--- src/core/svcr_pkg.sv ---
// constants and carrier types of the sync status and calibration register bank
// Overview of operation
// coast input polarity reported read-only, 1 positive
// status bit 2 reports clamp polarity
// status bit 1 flags extra pulses in hsync
// status bit 0 reads 1 while filter locked
// 12-bit hsync per vsync count, split readable
// host writes test regs with fixed values
// test regs three and four read-only
// host writes zero to unused hold bits
// offset hold 0 runs, 1 freezes offsets
// host runs one-time offset update sequence
// offset settles within ten updates, host waits
// host repeats one-time updates after mode change
// host writes test regs five and six
// green sync filter blocks pulses under 250ns
// gear bit selects low oscillator range
// host keeps gain register upper bits zero
// gain hold 1 runs, 0 holds, reset 0
// host runs one-time gain update sequence
// gain matching settles within ten updates
// gain enable 000 off, 110 on
// count source follows sync input select
// status reads harmless, writes there ignored
// count captured coherently at each vsync
package svcr_pkg;

  localparam int unsigned SVCR_ADR_W = 10;
  localparam int unsigned SVCR_DAT_W = 32;
  localparam int unsigned SVCR_CNT_W = 12;

  // register indices; byte address is four times the index
  localparam logic [7:0] IDX_STATUS = 8'h25;
  localparam logic [7:0] IDX_CNT_UPPER = 8'h26;
  localparam logic [7:0] IDX_CNT_LOWER = 8'h27;
  localparam logic [7:0] IDX_TEST_ONE = 8'h28;
  localparam logic [7:0] IDX_TEST_TWO = 8'h29;
  localparam logic [7:0] IDX_TEST_THREE = 8'h2a;
  localparam logic [7:0] IDX_TEST_FOUR = 8'h2b;
  localparam logic [7:0] IDX_OFFSET_HOLD = 8'h2c;
  localparam logic [7:0] IDX_TEST_FIVE = 8'h2d;
  localparam logic [7:0] IDX_TEST_SIX = 8'h2e;
  localparam logic [7:0] IDX_GREEN_FILT = 8'h34;
  localparam logic [7:0] IDX_GEAR = 8'h36;
  localparam logic [7:0] IDX_GAIN = 8'h3c;

  // field positions
  localparam int unsigned BIT_COAST_POL = 3;
  localparam int unsigned BIT_CLAMP_POL = 2;
  localparam int unsigned BIT_EXTRA_PULSE = 1;
  localparam int unsigned BIT_FILT_LOCK = 0;
  localparam int unsigned BIT_OFFSET_HOLD = 4;
  localparam int unsigned BIT_GREEN_FILT_EN = 2;
  localparam int unsigned BIT_GEAR_LOW = 0;
  localparam int unsigned BIT_GAIN_HOLD = 3;
  localparam int unsigned CNT_LOWER_LSB = 4;
  localparam int unsigned CNT_UPPER_LSB = 4;

  localparam logic [2:0] GAIN_EN_OFF = 3'h0;
  localparam logic [2:0] GAIN_EN_ON = 3'h6;

  // reset values and the count ceiling
  localparam logic [7:0] RST_BYTE = 8'h00;
  localparam logic [31:0] RST_WORD = 32'h0000_0000;
  localparam logic [11:0] RST_COUNT = 12'h000;
  localparam logic [11:0] COUNT_MAX = 12'hfff;

  // calibration settle bound in update intervals
  localparam logic [3:0] SETTLE_UPDATES = 4'ha;
  localparam logic [3:0] SETTLE_ZERO = 4'h0;
  localparam logic [3:0] SETTLE_STEP = 4'h1;

  // green sync pulse filter width
  localparam int unsigned CLK_HZ = 10_000_000;
  localparam int unsigned GREEN_MIN_NS = 250;
  localparam int unsigned GREEN_MIN_CYC_RAW =
    (GREEN_MIN_NS * (CLK_HZ / 1_000_000) + 999) / 1000;
  localparam int unsigned GREEN_MIN_CYC = (GREEN_MIN_CYC_RAW < 1) ? 1 : GREEN_MIN_CYC_RAW;
  localparam logic [3:0] GREEN_MIN_CNT = 4'(GREEN_MIN_CYC);
  localparam logic [3:0] GREEN_CNT_ZERO = 4'h0;
  localparam logic [3:0] GREEN_CNT_STEP = 4'h1;

  // sync processor levels arriving from outside the core clock
  typedef struct packed {
    logic coast_pol;
    logic clamp_pol;
    logic extra_pulse;
    logic filt_lock;
    logic hsync_raw;
    logic hsync_regen;
    logic vsync;
    logic green_sync;
  } svcr_pins_t;

  // calibration handshake with the converter side
  typedef struct packed {
    logic offset_run;
    logic gain_run;
    logic offset_settled;
    logic gain_settled;
  } svcr_cal_t;

endpackage

--- src/core/svcr_line_counter.sv ---
// hsync per vsync counter with coherent capture at each vsync
module svcr_line_counter
  import svcr_pkg::*;
(
  input wire logic i_core_clk,
  input wire logic i_sys_rst,
  input wire logic i_sync_input_sel,
  input wire logic i_hsync_raw,
  input wire logic i_hsync_regen,
  input wire logic i_vsync,
  output logic [11:0] o_count
);

  typedef struct packed {
    logic hs_d;
    logic vs_d;
    logic [11:0] running;
    logic [11:0] captured;
  } svcr_lc_state_t;

  svcr_lc_state_t state;
  svcr_lc_state_t next_state;
  logic hs_sel;
  logic hs_rise;
  logic vs_rise;

  always_comb
  begin
    hs_sel = i_sync_input_sel ? i_hsync_regen : i_hsync_raw;
    hs_rise = hs_sel & ~state.hs_d;
    vs_rise = i_vsync & ~state.vs_d;
    next_state = state;
    next_state.hs_d = hs_sel;
    next_state.vs_d = i_vsync;
    if (vs_rise)
    begin
      // whole 12-bit value moves at once so both halves agree
      next_state.captured = state.running;
      next_state.running = hs_rise ? 12'(RST_COUNT + 12'h001) : RST_COUNT;
    end
    else if (hs_rise && state.running != COUNT_MAX)
    begin
      // saturate rather than wrap on a missing vsync
      next_state.running = 12'(state.running + 12'h001);
    end
  end

  always_ff @(posedge i_core_clk or posedge i_sys_rst)
  begin
    if (i_sys_rst)
    begin
      state <= '0;
    end
    else
    begin
      state <= next_state;
    end
  end

  assign o_count = state.captured;

endmodule // svcr_line_counter

--- src/core/svcr_regs.sv ---
// sync status and calibration register bank on a classic wishbone slave
module svcr_regs
  import svcr_pkg::*;
#(
  // arbitrary contents of the read-only future-use test locations
  parameter logic [7:0] TEST_THREE_VALUE = 8'h00,
  parameter logic [7:0] TEST_FOUR_VALUE = 8'h00
)
(
  input wire logic i_core_clk,
  input wire logic i_sys_rst,
  input wire logic i_wb_cyc,
  input wire logic i_wb_stb,
  input wire logic i_wb_we,
  input wire logic [9:0] i_wb_adr,
  input wire logic [3:0] i_wb_sel,
  input wire logic [31:0] i_wb_dat,
  output logic [31:0] o_wb_dat,
  output logic o_wb_ack,
  input wire svcr_pins_t i_pins,
  input wire logic i_sync_input_sel,
  input wire logic i_auto_offset_en,
  input wire logic i_offset_update,
  input wire logic i_gain_update,
  output logic o_green_sync_filt,
  output logic o_gear_low,
  output svcr_cal_t o_cal
);

  typedef struct packed {
    svcr_pins_t meta;
    svcr_pins_t pins;
    logic [7:0] test_one;
    logic [7:0] test_two;
    logic [7:0] offset_hold;
    logic [7:0] test_five;
    logic [7:0] test_six;
    logic [7:0] green_filt;
    logic [7:0] gear;
    logic [7:0] gain;
    logic ack;
    logic [31:0] rdata;
    logic [3:0] green_cnt;
    logic green_out;
    logic gear_out;
    logic [3:0] offset_cnt;
    logic [3:0] gain_cnt;
    svcr_cal_t cal;
  } svcr_state_t;

  svcr_state_t state;
  svcr_state_t next_state;
  logic [11:0] line_count;
  logic [7:0] idx;
  logic access;
  logic wr_strobe;
  logic offset_run;
  logic gain_run;

  // index of the addressed register
  function automatic logic [7:0] reg_index(input logic [9:0] adr);
    reg_index = adr[9:2];
  endfunction

  // true for every index the bank answers with real contents
  function automatic logic is_mapped(input logic [7:0] i);
    case (i)
      IDX_STATUS, IDX_CNT_UPPER, IDX_CNT_LOWER,
      IDX_TEST_ONE, IDX_TEST_TWO, IDX_TEST_THREE, IDX_TEST_FOUR,
      IDX_OFFSET_HOLD, IDX_TEST_FIVE, IDX_TEST_SIX,
      IDX_GREEN_FILT, IDX_GEAR, IDX_GAIN:
        is_mapped = 1'b1;
      default:
        is_mapped = 1'b0;
    endcase
  endfunction

  // counts update intervals while a loop runs, stops at the settle bound
  function automatic logic [3:0] settle_next(
    input logic run,
    input logic upd,
    input logic [3:0] cnt
  );
    if (!run)
    begin
      settle_next = SETTLE_ZERO;
    end
    else if (upd && cnt != SETTLE_UPDATES)
    begin
      settle_next = 4'(cnt + SETTLE_STEP);
    end
    else
    begin
      settle_next = cnt;
    end
  endfunction

  svcr_line_counter u_line_counter (
    .i_core_clk(i_core_clk),
    .i_sys_rst(i_sys_rst),
    .i_sync_input_sel(i_sync_input_sel),
    .i_hsync_raw(state.pins.hsync_raw),
    .i_hsync_regen(state.pins.hsync_regen),
    .i_vsync(state.pins.vsync),
    .o_count(line_count)
  );

  // read multiplexer; status locations are pure reads with no side effects
  function automatic logic [7:0] read_byte(
    input logic [7:0] i,
    input svcr_state_t s,
    input logic [11:0] cnt
  );
    logic [7:0] v;
    v = RST_BYTE;
    case (i)
      IDX_STATUS:
      begin
        v[BIT_COAST_POL] = s.pins.coast_pol;
        v[BIT_CLAMP_POL] = s.pins.clamp_pol;
        v[BIT_EXTRA_PULSE] = s.pins.extra_pulse;
        v[BIT_FILT_LOCK] = s.pins.filt_lock;
      end
      IDX_CNT_UPPER:
        v = cnt[11:CNT_UPPER_LSB];
      IDX_CNT_LOWER:
        v[7:CNT_LOWER_LSB] = cnt[CNT_UPPER_LSB-1:0];
      IDX_TEST_ONE:
        v = s.test_one;
      IDX_TEST_TWO:
        v = s.test_two;
      IDX_TEST_THREE:
        v = TEST_THREE_VALUE;
      IDX_TEST_FOUR:
        v = TEST_FOUR_VALUE;
      IDX_OFFSET_HOLD:
        v = s.offset_hold;
      IDX_TEST_FIVE:
        v = s.test_five;
      IDX_TEST_SIX:
        v = s.test_six;
      IDX_GREEN_FILT:
        v = s.green_filt;
      IDX_GEAR:
        v = s.gear;
      IDX_GAIN:
        v = s.gain;
      default:
        v = RST_BYTE;
    endcase
    read_byte = v;
  endfunction

  always_comb
  begin
    next_state = state;

    // two-stage synchronisers; only the second stage is read below
    next_state.meta = i_pins;
    next_state.pins = state.meta;

    idx = reg_index(i_wb_adr);
    access = i_wb_cyc & i_wb_stb & ~state.ack;
    wr_strobe = access & i_wb_we & i_wb_sel[0];

    // one ack per request, dropped the cycle after
    next_state.ack = access;
    if (access)
    begin
      next_state.rdata = RST_WORD;
      if (!i_wb_we && is_mapped(idx))
      begin
        next_state.rdata[7:0] = read_byte(idx, state, line_count);
      end
    end

    // writes to status and read-only test locations fall through the case
    if (wr_strobe)
    begin
      case (idx)
        IDX_TEST_ONE:
          next_state.test_one = i_wb_dat[7:0];
        IDX_TEST_TWO:
          next_state.test_two = i_wb_dat[7:0];
        IDX_OFFSET_HOLD:
          next_state.offset_hold = i_wb_dat[7:0];
        IDX_TEST_FIVE:
          next_state.test_five = i_wb_dat[7:0];
        IDX_TEST_SIX:
          next_state.test_six = i_wb_dat[7:0];
        IDX_GREEN_FILT:
          next_state.green_filt = i_wb_dat[7:0];
        IDX_GEAR:
          next_state.gear = i_wb_dat[7:0];
        IDX_GAIN:
          next_state.gain = i_wb_dat[7:0];
        default:
          next_state.ack = access;
      endcase
    end

    // green sync path: a new level passes only once it has held long enough
    if (!state.green_filt[BIT_GREEN_FILT_EN])
    begin
      next_state.green_out = state.pins.green_sync;
      next_state.green_cnt = GREEN_CNT_ZERO;
    end
    else if (state.pins.green_sync == state.green_out)
    begin
      next_state.green_cnt = GREEN_CNT_ZERO;
    end
    else if (4'(state.green_cnt + GREEN_CNT_STEP) >= GREEN_MIN_CNT)
    begin
      next_state.green_out = state.pins.green_sync;
      next_state.green_cnt = GREEN_CNT_ZERO;
    end
    else
    begin
      // narrower pulses restart the count and never reach the output
      next_state.green_cnt = 4'(state.green_cnt + GREEN_CNT_STEP);
    end

    next_state.gear_out = state.gear[BIT_GEAR_LOW];

    // offset loop runs only while enabled and not held
    offset_run = i_auto_offset_en & ~state.offset_hold[BIT_OFFSET_HOLD];
    // gain hold has the opposite sense: 1 lets the loop run
    gain_run = (state.gain[2:0] == GAIN_EN_ON) & state.gain[BIT_GAIN_HOLD];
    next_state.cal.offset_run = offset_run;
    next_state.cal.gain_run = gain_run;

    next_state.offset_cnt = settle_next(offset_run, i_offset_update, state.offset_cnt);
    next_state.gain_cnt = settle_next(gain_run, i_gain_update, state.gain_cnt);
    next_state.cal.offset_settled = (next_state.offset_cnt == SETTLE_UPDATES);
    next_state.cal.gain_settled = (next_state.gain_cnt == SETTLE_UPDATES);
  end

  always_ff @(posedge i_core_clk or posedge i_sys_rst)
  begin
    if (i_sys_rst)
    begin
      state <= '0;
      state.test_one <= RST_BYTE;
      state.test_two <= RST_BYTE;
      state.offset_hold <= RST_BYTE;
      state.test_five <= RST_BYTE;
      state.test_six <= RST_BYTE;
      state.green_filt <= RST_BYTE;
      state.gear <= RST_BYTE;
      state.gain <= RST_BYTE;
      state.rdata <= RST_WORD;
    end
    else
    begin
      state <= next_state;
    end
  end

  assign o_wb_ack = state.ack;
  assign o_wb_dat = state.rdata;
  assign o_green_sync_filt = state.green_out;
  assign o_gear_low = state.gear_out;
  assign o_cal = state.cal;

endmodule // svcr_regs

--- config.mk ---
export PLATFORM = sky130hd
export DESIGN_NAME = svcr_regs
export DESIGN_NICKNAME = d
export VERILOG_FILES = /design/src/core/svcr_pkg.sv /design/src/core/svcr_line_counter.sv /design/src/core/svcr_regs.sv
export SDC_FILE = /design/constraint.sdc
export NUM_CORES = 1
export LEC_CHECK = 0
export BUFFER_PORTS_ARGS = -buffer_cell sky130_fd_sc_hd__buf_2
export CORE_MARGIN = 2
export CORE_UTILIZATION = 47
export DETAILED_ROUTE_END_ITERATION = 10
export GPL_TIMING_DRIVEN = 0
export PLACE_DENSITY = 0.69
export SLEW_MARGIN = 10
export SYNTH_ARGS = -nofsm -noshare
export SYNTH_HDL_FRONTEND = slang
export SYNTH_SLANG_ARGS = --single-unit
--- constraint.sdc ---
create_clock -name i_core_clk -period 4.1 [get_ports i_core_clk]
set_input_delay 0.41 -clock i_core_clk [delete_from_list [all_inputs] [get_ports i_core_clk]]
set_output_delay 0.41 -clock i_core_clk [all_outputs]
set_load 0.02 [all_outputs]
==> metrics.md, run 1 <==
| Metric | Value |
|---|---|
| Share of cells above drive strength 1 | `34.1%` |
| Pin count of the biggest net entering global routing | `70` |
| Pwr Density | `417 nW/um^2` |
| Post-synthesis xor/xnor area fraction | `2.19%` |
| Reg area | `3330 um^2` |
| Final worst-path cycle share | `53.8%` |
| Synth top cells by count | `dfrtp_1 (133), mux2_2 (77), nand2_1 (61)` |
| Asr flop ratio synth | `100%` |
| Critical Path Sink Type | `register` |
| CTS buffer count | `17` |
| Gr ovfl total | `0` |
| Drt drc | `0` |
| Area growth syn-to-layout | `19.1%` |
| Final hold viol count | `0` |
| Worst hold path type | `input port to asynchronous set/reset pin` |
| Fillers | `1139` |
| Setup TNS | `0 ps` |
| Main combinational cell family by area after synthesis | `simple AND/OR/NAND/NOR gates` |
| Setup CP Type | `register to register` |
| Fin crit period | `2210 ps` |
| Global-route wire length before repair | `22800 um` |
| Core area | `13200 um^2` |
| Vias in the first global route | `4521` |
| Synth Area in Compound Gates | `7.17%` |
| Arrival time at the worst endpoint | `2510 ps` |
| Clock sinks | `133` |
| Crit-path max cell delay | `530 ps` |
| Mean Syn Cell Area | `11.7 um^2` |
| Hold slack final | `66.9 ps` |
| Setup Skew | `12.0 ps` |
| # setup viols final | `0` |
| Total wire length | `14100 um` |
| CTS tree | `yes` |
| Clock transition at the registers of the reported paths | `60 ps` |
| Critical Path RT | `4400 ps` |
| Delay-heaviest family, CP | `simple AND/OR/NAND/NOR gates` |
| Max_slew headroom | `56.1%` |
| Drt pass-1 iters | `5` |
| Crit start category | `register` |
| Hold_buf cts | `0` |
| Worst path slowest cell | `nor3_4` |
| Slew @ Worst Pin | `653 ps` |
| Synth Flop Type | `dfrtp_1` |
| Die Span Y | `121 um` |
| Post-route core utilization | `57.5%` |
| Die Area | `14500 um^2` |
| Post-layout power | `3.17 mW` |
| Antenna violations before repair | `0` |
| Post-route ant nets | `0` |
| Cell row count | `42` |
| Post-synth EDFFs | `0` |
| Outcome | `finished clean` |
| Post-detail-place hpwl | `10100 um` |
| Max_cap viols | `0` |
| Post-Synth Simple-Gate Area | `15.3%` |
| Seq cells post-synth | `133` |
| Largest area contributor in the synthesized netlist | `dfrtp_1` |
| Nets | `711` |
| Max FO, Critical Path | `8` |
| Setup ws final | `1890 ps` |
| Post_cts resized | `0` |
| Count leader, synth | `dfrtp_1` |
| Leak | `3.84 nW` |
| DR vias/cell | `5.40` |
| Largest cells by area after synthesis | `dfrtp_1 (52%), mux2_2 (14%), buf_4 (4.6%), nand2_1 (3.6%), xor2_1 (1.8%)` |
| Worst-skew pair later-pin latency | `420 ps` |
| Worst path cell trace | `nand3b_1, nor2_1, nand2_1, nor3_4, mux2_2` |
| Worst setup slack after placement | `1720 ps` |
| Initial Util | `48.2%` |
| Post-synth cell types | `62` |
| GR Util All Layers | `20.6%` |
| Adder-cell share of the synthesized area | `1.53%` |
| Vias post-DR | `4485` |
| CP bufs+invs | `0` |
| Synth warn | `0` |
| Top Ports | `102` |
| I/O Buffers | `48` |
| Post-synthesis mux area share | `15.1%` |
| Yosys top cell area share | `52.1%` |
| Root buffer cell | `clkbuf_16` |
| Die width | `121 um` |
| WL/cell | `17.0 um` |
| Iter 0 DRT Violations | `379` |
| Mapped cell area | `6390 um^2` |
| Multi-input gate area | `2740 um^2` |
| CTS H-tree depth | `4` |
| Register area share after synthesis | `52.1%` |
| Fmax | `0.453 GHz` |
| Worst VDD drop | `0.284 mV` |
| Inserted Diodes | `0` |
| Placer Congestion | `0.927` |
| CTS max path bufs | `2` |
| RSZ-0062 raised after global routing | `no` |
| Slew Limit Fails | `0` |
| Mapped Cells | `548` |
| Setup Buffers After CTS | `0` |
-- state kept, by name, summed over array words and instances, names as in the netlist --
name	cells
u_line_counter.o_count	12
state	83
o_cal	4
o_green_sync_filt	1
o_wb_ack	1
o_gear_low	1
o_wb_dat	8
next_state	9
u_line_counter.state	14
-- where the power goes --
group / switching (mW) / internal (mW) / leakage, nW
Sequential: 0.0216 / 1.34 / 1.80
Clock: 0.555 / 1.05 / 0.298
Combinational: 0.134 / 0.0706 / 1.74
Total: 0.710 / 2.46 / 3.84
-- worst register-to-register path: cells and delay by family (launching register included) --
kind	cells	cell delay (ps)
mux	1	400
simple gates	4	1310
flops	1	370
-- path summary, 6_finish.rpt --
check                      slack, ps               to             from  depth (start not counted)
hold reg to reg                  350       state[115]  next_state[115]                          0
hold / removal                    70  next_state[115]        i_sys_rst                          2
setup reg to reg                1890        state[51]         o_wb_ack                          5
max in group asynchronous       3320  next_state[122]        i_sys_rst                          3
setup / recovery                1890        state[51]         o_wb_ack                          5
min in group i_core_clk           90  next_state[116]        i_pins[1]                          1
-- cell families (layout without fill, tap and decap cells) --
family	after synthesis	after routing
XOR/XNOR	16	16
other	1	26
adder cells (fa/ha/maj)	8	8
multiplexers	87	87
AND/OR/NAND/NOR	170	170
buffers and inverters	69	150
flip-flops	133	133
AO/OA/AOI/OAI	64	64
-- metal layers --
| layer | track usage (%) | share of wire, % | vias up |
|---|---|---|---|
| met4 | 8.94 | 1.9 | 0 |
| met1 | 27.6 | 45 | 2220 |
| met2 | 32.3 | 48 | 154 |
| met5 | 0 | 0 | - |
| li1 | - | - | 2085 |
| met3 | 4.62 | 5.6 | 26 |
-- cells in the final DEF (no fill, tap or decap), drive strengths merged, types with 3 or more instances in the layout --
cell	n
a21oi	11
a221o	3
a22oi	3
a32oi	11
and2	3
and3	11
and4	4
buf	98
bufinv	4
clkbuf	29
clkinv	4
clkinvlp	4
conb	26
dfrtp	133
ha	7
inv	11
mux2	77
mux2i	10
nand2	63
nand2b	4
nand3	12
nand4	9
nor2	28
nor2b	4
nor3	6
nor3b	5
nor4	4
nor4bb	3
o211ai	3
o21ai	12
o22a	3
o22ai	3
xnor2	3
xor2	13
-- stage by stage --
step | area [um^2] | std cells
after detailed placement | 6970 | 798
after global placement | 6940 | 797
after global routing | 7610 | 830
final | 7610 | 830
after CTS | 7610 | 830
after floorplan | 6480 | 573
-- layout make-up --
class	count	share of cell area, %
clock buffer	20	6.00
buffer	58	4.95
sequential	133	43.7
timing repair buffer	49	3.52
multi-input combinational	371	35.9
tap	176	2.89
inverter	11	0.608
clock inverter	12	2.34
(Power assumes the default switching activity.)
==> run 2, diff against run 1 <==
Clock period 4.1 ns to 2 ns, I/O delays scaled along.
==> run 2 against run 1 <==
Power rose by 100%. Combinational power up 120%. Register-to-register slack got worse by 1800 ps. Clock-buffer cell count grew 2. Die area unchanged. Sequential power increased by 110%. Cell count up 1.9%. Critical path depth increased by 1. Flip-flop and latch count unchanged. Clock skew down 2.2 ps. Worst setup slack got worse by 1800 ps. First-iteration DRC count fell by 30%. Largest cell class unchanged. Highest routed layer unchanged.
==> metrics.md, run 2 (synthesis gave the netlist of run 1 again) <==
| Metric | Value |
|---|---|
| WHS Endpoint | `u_line_counter.state[25]` |
| Core area | `13200 um^2` |
| Commonest non-fill, non-tap cells in the layout | `dfrtp_1 (133), mux2_2 (77), nand2_1 (61), buf_2 (58), buf_4 (45)` |
| Initial Util | `48.2%` |
| Worst hold path type | `input port to register` |
| Drt drc | `0` |
| Cell row count | `42` |
| Post-DP Area | `7010 um^2` |
| Worst VDD drop | `0.509 mV` |
| CTS buffer count | `17` |
| Post-route core utilization | `58.6%` |
| Routed met1 length | `6400 um` |
| Outcome | `finished clean` |
| Vias in the first global route | `4575` |
| Pwr Density | `835 nW/um^2` |
| Clock sinks | `133` |
| Crit start category | `register` |
| Max_slew headroom | `49.7%` |
| Top Metal Used | `met4` |
| Inserted Diodes | `0` |
| Vias post-DR | `4498` |
| Hold slack final | `35.7 ps` |
| Critical Path RT | `2310 ps` |
| Setup TNS | `0 ps` |
| Fin cells | `846` |
| Commonest non-fill, non-tap cell in the layout | `dfrtp_1` |
| GR Util All Layers | `21.3%` |
| Global-route wire length before repair | `23400 um` |
| WL/cell | `17.2 um` |
| Met3 Routed Length | `834 um` |
| Area growth syn-to-layout | `21.5%` |
| Fin crit period | `1870 ps` |
| Clock transition at the registers of the reported paths | `50 ps` |
| Total wire length | `14500 um` |
| Dpl cells | `800` |
| Post-route ant nets | `0` |
| Share of cells above drive strength 1 | `34.6%` |
| Worst-skew pair later-pin latency | `420 ps` |
| Cell count of the worst reg-to-reg path | `6` |
| Die Area | `14500 um^2` |
| Leak | `3.92 nW` |
| Setup CP Type | `register to register` |
| # setup viols final | `0` |
| CTS tree | `yes` |
| Final hold viol count | `0` |
| Critical Path Sink Type | `register` |
| RSZ-0062 raised after global routing | `yes` |
| Met2 WL | `6860 um` |
| Post-detail-place hpwl | `10400 um` |
| Die Span Y | `121 um` |
| Max_cap viols | `0` |
| Largest register FFs | `83` |
| Placer Congestion | `0.904` |
| Root buffer cell | `clkbuf_16` |
| Fillers | `1136` |
| Setup Skew | `9.84 ps` |
| Hold path depth | `2` |
| Pin count of the biggest net entering global routing | `41` |
| Slew Limit Fails | `0` |
| Drt pass-1 iters | `4` |
| Reg2reg end | `state[80]` |
| Top reg by flops | `state` |
| CTS max path bufs | `2` |
| HP Start | `i_sync_input_sel` |
| Final worst-path cycle share | `93.7%` |
| I/O Buffers | `48` |
| Reg-to-reg slack, setup | `130 ps` |
| Antenna violations before repair | `0` |
| DR vias/cell | `5.32` |
| Arrival time at the worst endpoint | `2180 ps` |
| Max FO, Critical Path | `8` |
| Die width | `121 um` |
| CTS H-tree depth | `4` |
| Slew @ Worst Pin | `749 ps` |
| Iter 0 DRT Violations | `265` |
| Nets | `727` |
| Top Ports | `102` |
| FF-to-FF Start | `o_wb_ack` |
| Final instance area | `7760 um^2` |
| Gr ovfl total | `0` |
| Fmax | `0.534 GHz` |
run 2: cell types whose count changed in the layout (fill, tap and decap cells not counted), sizes merged:
cell / change
buf: +8
clkbuf: +1
clkinv: +1
clkinvlp: -2
dlygate4sd3: +9
inv: -1
run 2: worst max-delay path by stage:
stage                 from               to  slack, ps
2_1_floorplan     o_wb_ack       state[100]         70
3_3_place_gp     i_sys_rst  next_state[119]       -630
3_5_place_dp   i_wb_adr[9]        state[57]       -180
4_1_cts           o_wb_ack      o_wb_dat[5]         50
5_1_grt           o_wb_ack        state[54]         10
6_report          o_wb_ack        state[80]        130
run 2: worst max-delay path, stage by stage, from the launching register on:
cell	delay, ps
dfrtp_1	360
nand3b_1	230
buf_4	190
nor3_4	230
and3_1	190
buf_4	180
mux2_2	360
run 2: where the power goes:
group	switching, mW	internal (mW)
Sequential	0.0443	2.75
Clock	1.10	2.14
Combinational	0.279	0.164
run 2: final cells by class:
class	instances	area (um^2)	area share (%)
plain buffers	58	382	4.92
clock buffers	22	464	5.98
clock inverters	10	153	1.97
inverters	11	45.0	0.580
multi-input cells	371	2740	35.3
flip-flops and latches	133	3330	42.9
well taps	176	220	2.84
repair buffers	65	428	5.51
run 2: per-stage QoR:
stage | worst slack (ps) | power (mW)
after global placement | -634 | 3.24
final | 126 | 6.48
after global routing | 10.8 | 6.71
after floorplan | 74.1 | 3.11
after detailed placement | -177 | 3.27
after CTS | 48.8 | 6.53
run 2: per-layer routing:
metal | vias to the layer above | GRT usage (%)
li1 | 2116 | -
met1 | 2211 | 28.9
met2 | 145 | 33.0
met3 | 26 | 4.39
met4 | 0 | 9.88
met5 | - | 0
run 2: timing repair:
action	CTS	global route
pin swaps	2	1
gates resized for setup	1	7
setup endpoints to repair	17	31
hold buffers	9	0
endpoints found under the hold margin	32	0
setup buffers	4	1
==> run 3, diff against run 2 <==
Settings changed: CORE_MARGIN 2 to unset.
==> run 3 against run 2 <==
Flip-flop and latch count is the same. Hold slack gained 13 ps. Clock skew fell by 2.1 ps. Non-clock buffer count is 1 lower. Largest cell class unchanged.
==> metrics.md, run 3 (synthesis gave the netlist of run 1 again) <==
| Metric | Value |
|---|---|
| Core area | `13200 um^2` |
| Top Ports | `102` |
| Slew @ Worst Pin | `727 ps` |
| Final instance area | `7720 um^2` |
| FF-to-FF Start | `o_wb_ack` |
| Post-detail-place hpwl | `10200 um` |
| Fin cells | `842` |
| Die Span Y | `119 um` |
| Total wire length | `14200 um` |
| Arrival time at the worst endpoint | `2230 ps` |
| Fmax | `0.519 GHz` |
| Delay-heaviest family, CP | `simple AND/OR/NAND/NOR gates` |
| Top reg by flops | `state` |
| Pwr Density | `812 nW/um^2` |
| Leak | `3.90 nW` |
| Commonest non-fill, non-tap cell in the layout | `dfrtp_1` |
| Crit start category | `register` |
| Worst VDD drop | `0.630 mV` |
| Gr ovfl total | `0` |
| CP most frequent cell | `buf_4` |
| Fillers | `1135` |
| Critical Path RT | `2300 ps` |
| Drt pass-1 iters | `5` |
| Cell row count | `42` |
| Commonest non-fill, non-tap cells in the layout | `dfrtp_1 (133), mux2_2 (77), nand2_1 (61), buf_2 (58), buf_4 (42)` |
| Critical Path Sink Type | `register` |
| CTS max path bufs | `2` |
| Clock transition at the registers of the reported paths | `60 ps` |
| Worst-skew pair later-pin latency | `420 ps` |
| Root buffer cell | `clkbuf_16` |
| Setup CP Type | `register to register` |
| Outcome | `finished clean` |
| Pin count of the biggest net entering global routing | `41` |
| Drt drc | `0` |
| Nets | `726` |
| Global-route wire length before repair | `23200 um` |
| Final worst-path cycle share | `96.3%` |
| Setup Skew | `7.78 ps` |
| Area growth syn-to-layout | `20.9%` |
| Die width | `119 um` |
| Dpl cells | `800` |
| Slew Limit Fails | `0` |
| Iter 0 DRT Violations | `251` |
| Worst path cell trace | `nand3b_1, buf_4, nor3_4, and3_1, buf_4, mux2_2` |
| GR Util All Layers | `21.7%` |
| I/O Buffers | `48` |
| Worst hold path type | `input port to register` |
| Stages on worst setup path | `6` |
| Max FO, Critical Path | `8` |
| Vias in the first global route | `4526` |
| Inserted Diodes | `0` |
| Reg2reg end | `state[77]` |
| RSZ-0062 raised after global routing | `no` |
| Die Area | `14100 um^2` |
| Worst path slowest cell | `dfrtp_1` |
| Vias post-DR | `4566` |
| Fin crit period | `1930 ps` |
| Placer Congestion | `0.912` |
| Initial Util | `48.2%` |
| Final hold viol count | `0` |
| Critical Path End | `state[77]` |
| Clock sinks | `133` |
| Post-DP Area | `7010 um^2` |
| CP bufs+invs | `2` |
| CTS buffer count | `17` |
| Post-route ant nets | `0` |
| Setup ws final | `73.8 ps` |
| Launch point of the worst path | `o_wb_ack` |
| Max_slew headroom | `51.4%` |
| # setup viols final | `0` |
| Max_cap viols | `0` |
| Share of cells above drive strength 1 | `34.1%` |
| WL/cell | `16.8 um` |
| DR vias/cell | `5.42` |
| CTS H-tree depth | `4` |
| Post-route core utilization | `58.3%` |
| Antenna violations before repair | `0` |
| Reg-to-reg slack, setup | `70 ps` |
| Largest register FFs | `83` |
| Worst setup slack after placement | `-217 ps` |
| Crit-path max cell delay | `370 ps` |
| Cell count of the worst reg-to-reg path | `6` |
| CTS tree | `yes` |
-- run 3: cell count changes in the layout (fill, tap and decap cells not counted) --
cell,before,now
bufinv_16,4,2
clkinvlp_4,2,1
clkbuf_4,0,1
buf_4,45,42
buf_12,3,4
o21bai_1,1,2
clkbuf_8,2,5
clkinv_2,5,2
o21bai_2,1,0
-- run 3: routing by layer --
metal	wire [um]	share of wire [%]	global-route usage, %	up-vias
met5	0	0	0	-
met4	408	2.9	11.5	0
met3	753	5.3	4.49	36
met2	6670	47	32.7	149
met1	6330	45	29.5	2270
li1	-	-	-	2111
-- run 3: power breakdown --
part           internal, mW  switching (mW)
Clock                  1.97            1.05
Sequential             2.75          0.0445
Combinational         0.164           0.277
Total                  4.89            1.38
-- run 3: worst min-delay path by stage --
stage | slack, ps | endpoint | from | cells after the start
floorplan | 230 | next_state[115] | i_pins[0] | 0
global placement | 310 | next_state[116] | i_pins[1] | 1
detailed placement | 310 | next_state[115] | i_pins[0] | 1
CTS | 40 | u_line_counter.state[25] | i_sync_input_sel | 2
global route | 50 | u_line_counter.state[25] | i_sync_input_sel | 2
finish | 50 | u_line_counter.state[25] | i_sync_input_sel | 2
-- run 3: layout make-up --
cell class / instances / area [um^2] / area share, %
Inverter: 11 / 45.0 / 0.583
Timing Repair Buffer: 64 / 433 / 5.61
Sequential cell: 133 / 3330 / 43.1
Multi-Input combinational cell: 371 / 2740 / 35.5
Buffer: 58 / 382 / 4.94
Clock buffer: 25 / 505 / 6.55
Tap cell: 176 / 220 / 2.85
Clock inverter: 4 / 70.1 / 0.907
-- run 3: through the flow --
step | total power, mW | TNS [ps] | hold WS (ps)
2_1_floorplan | 3.11 | 0 | 231
3_3_place_gp | 3.24 | -84290 | 308
4_1_cts | 6.32 | 0 | 37.6
3_5_place_dp | 3.27 | -2840 | 309
6_report | 6.27 | 0 | 48.9
5_1_grt | 6.50 | 0 | 53.7
-- run 3: timing repair --
item                                    in CTS  in global routing
buffers inserted                             3                  1
endpoints found under the hold margin       35                  0
endpoints found under the setup margin      16                 27
hold buffers                                 9                  0
pin swaps                                    2                  0
gates resized for setup                      0                  7
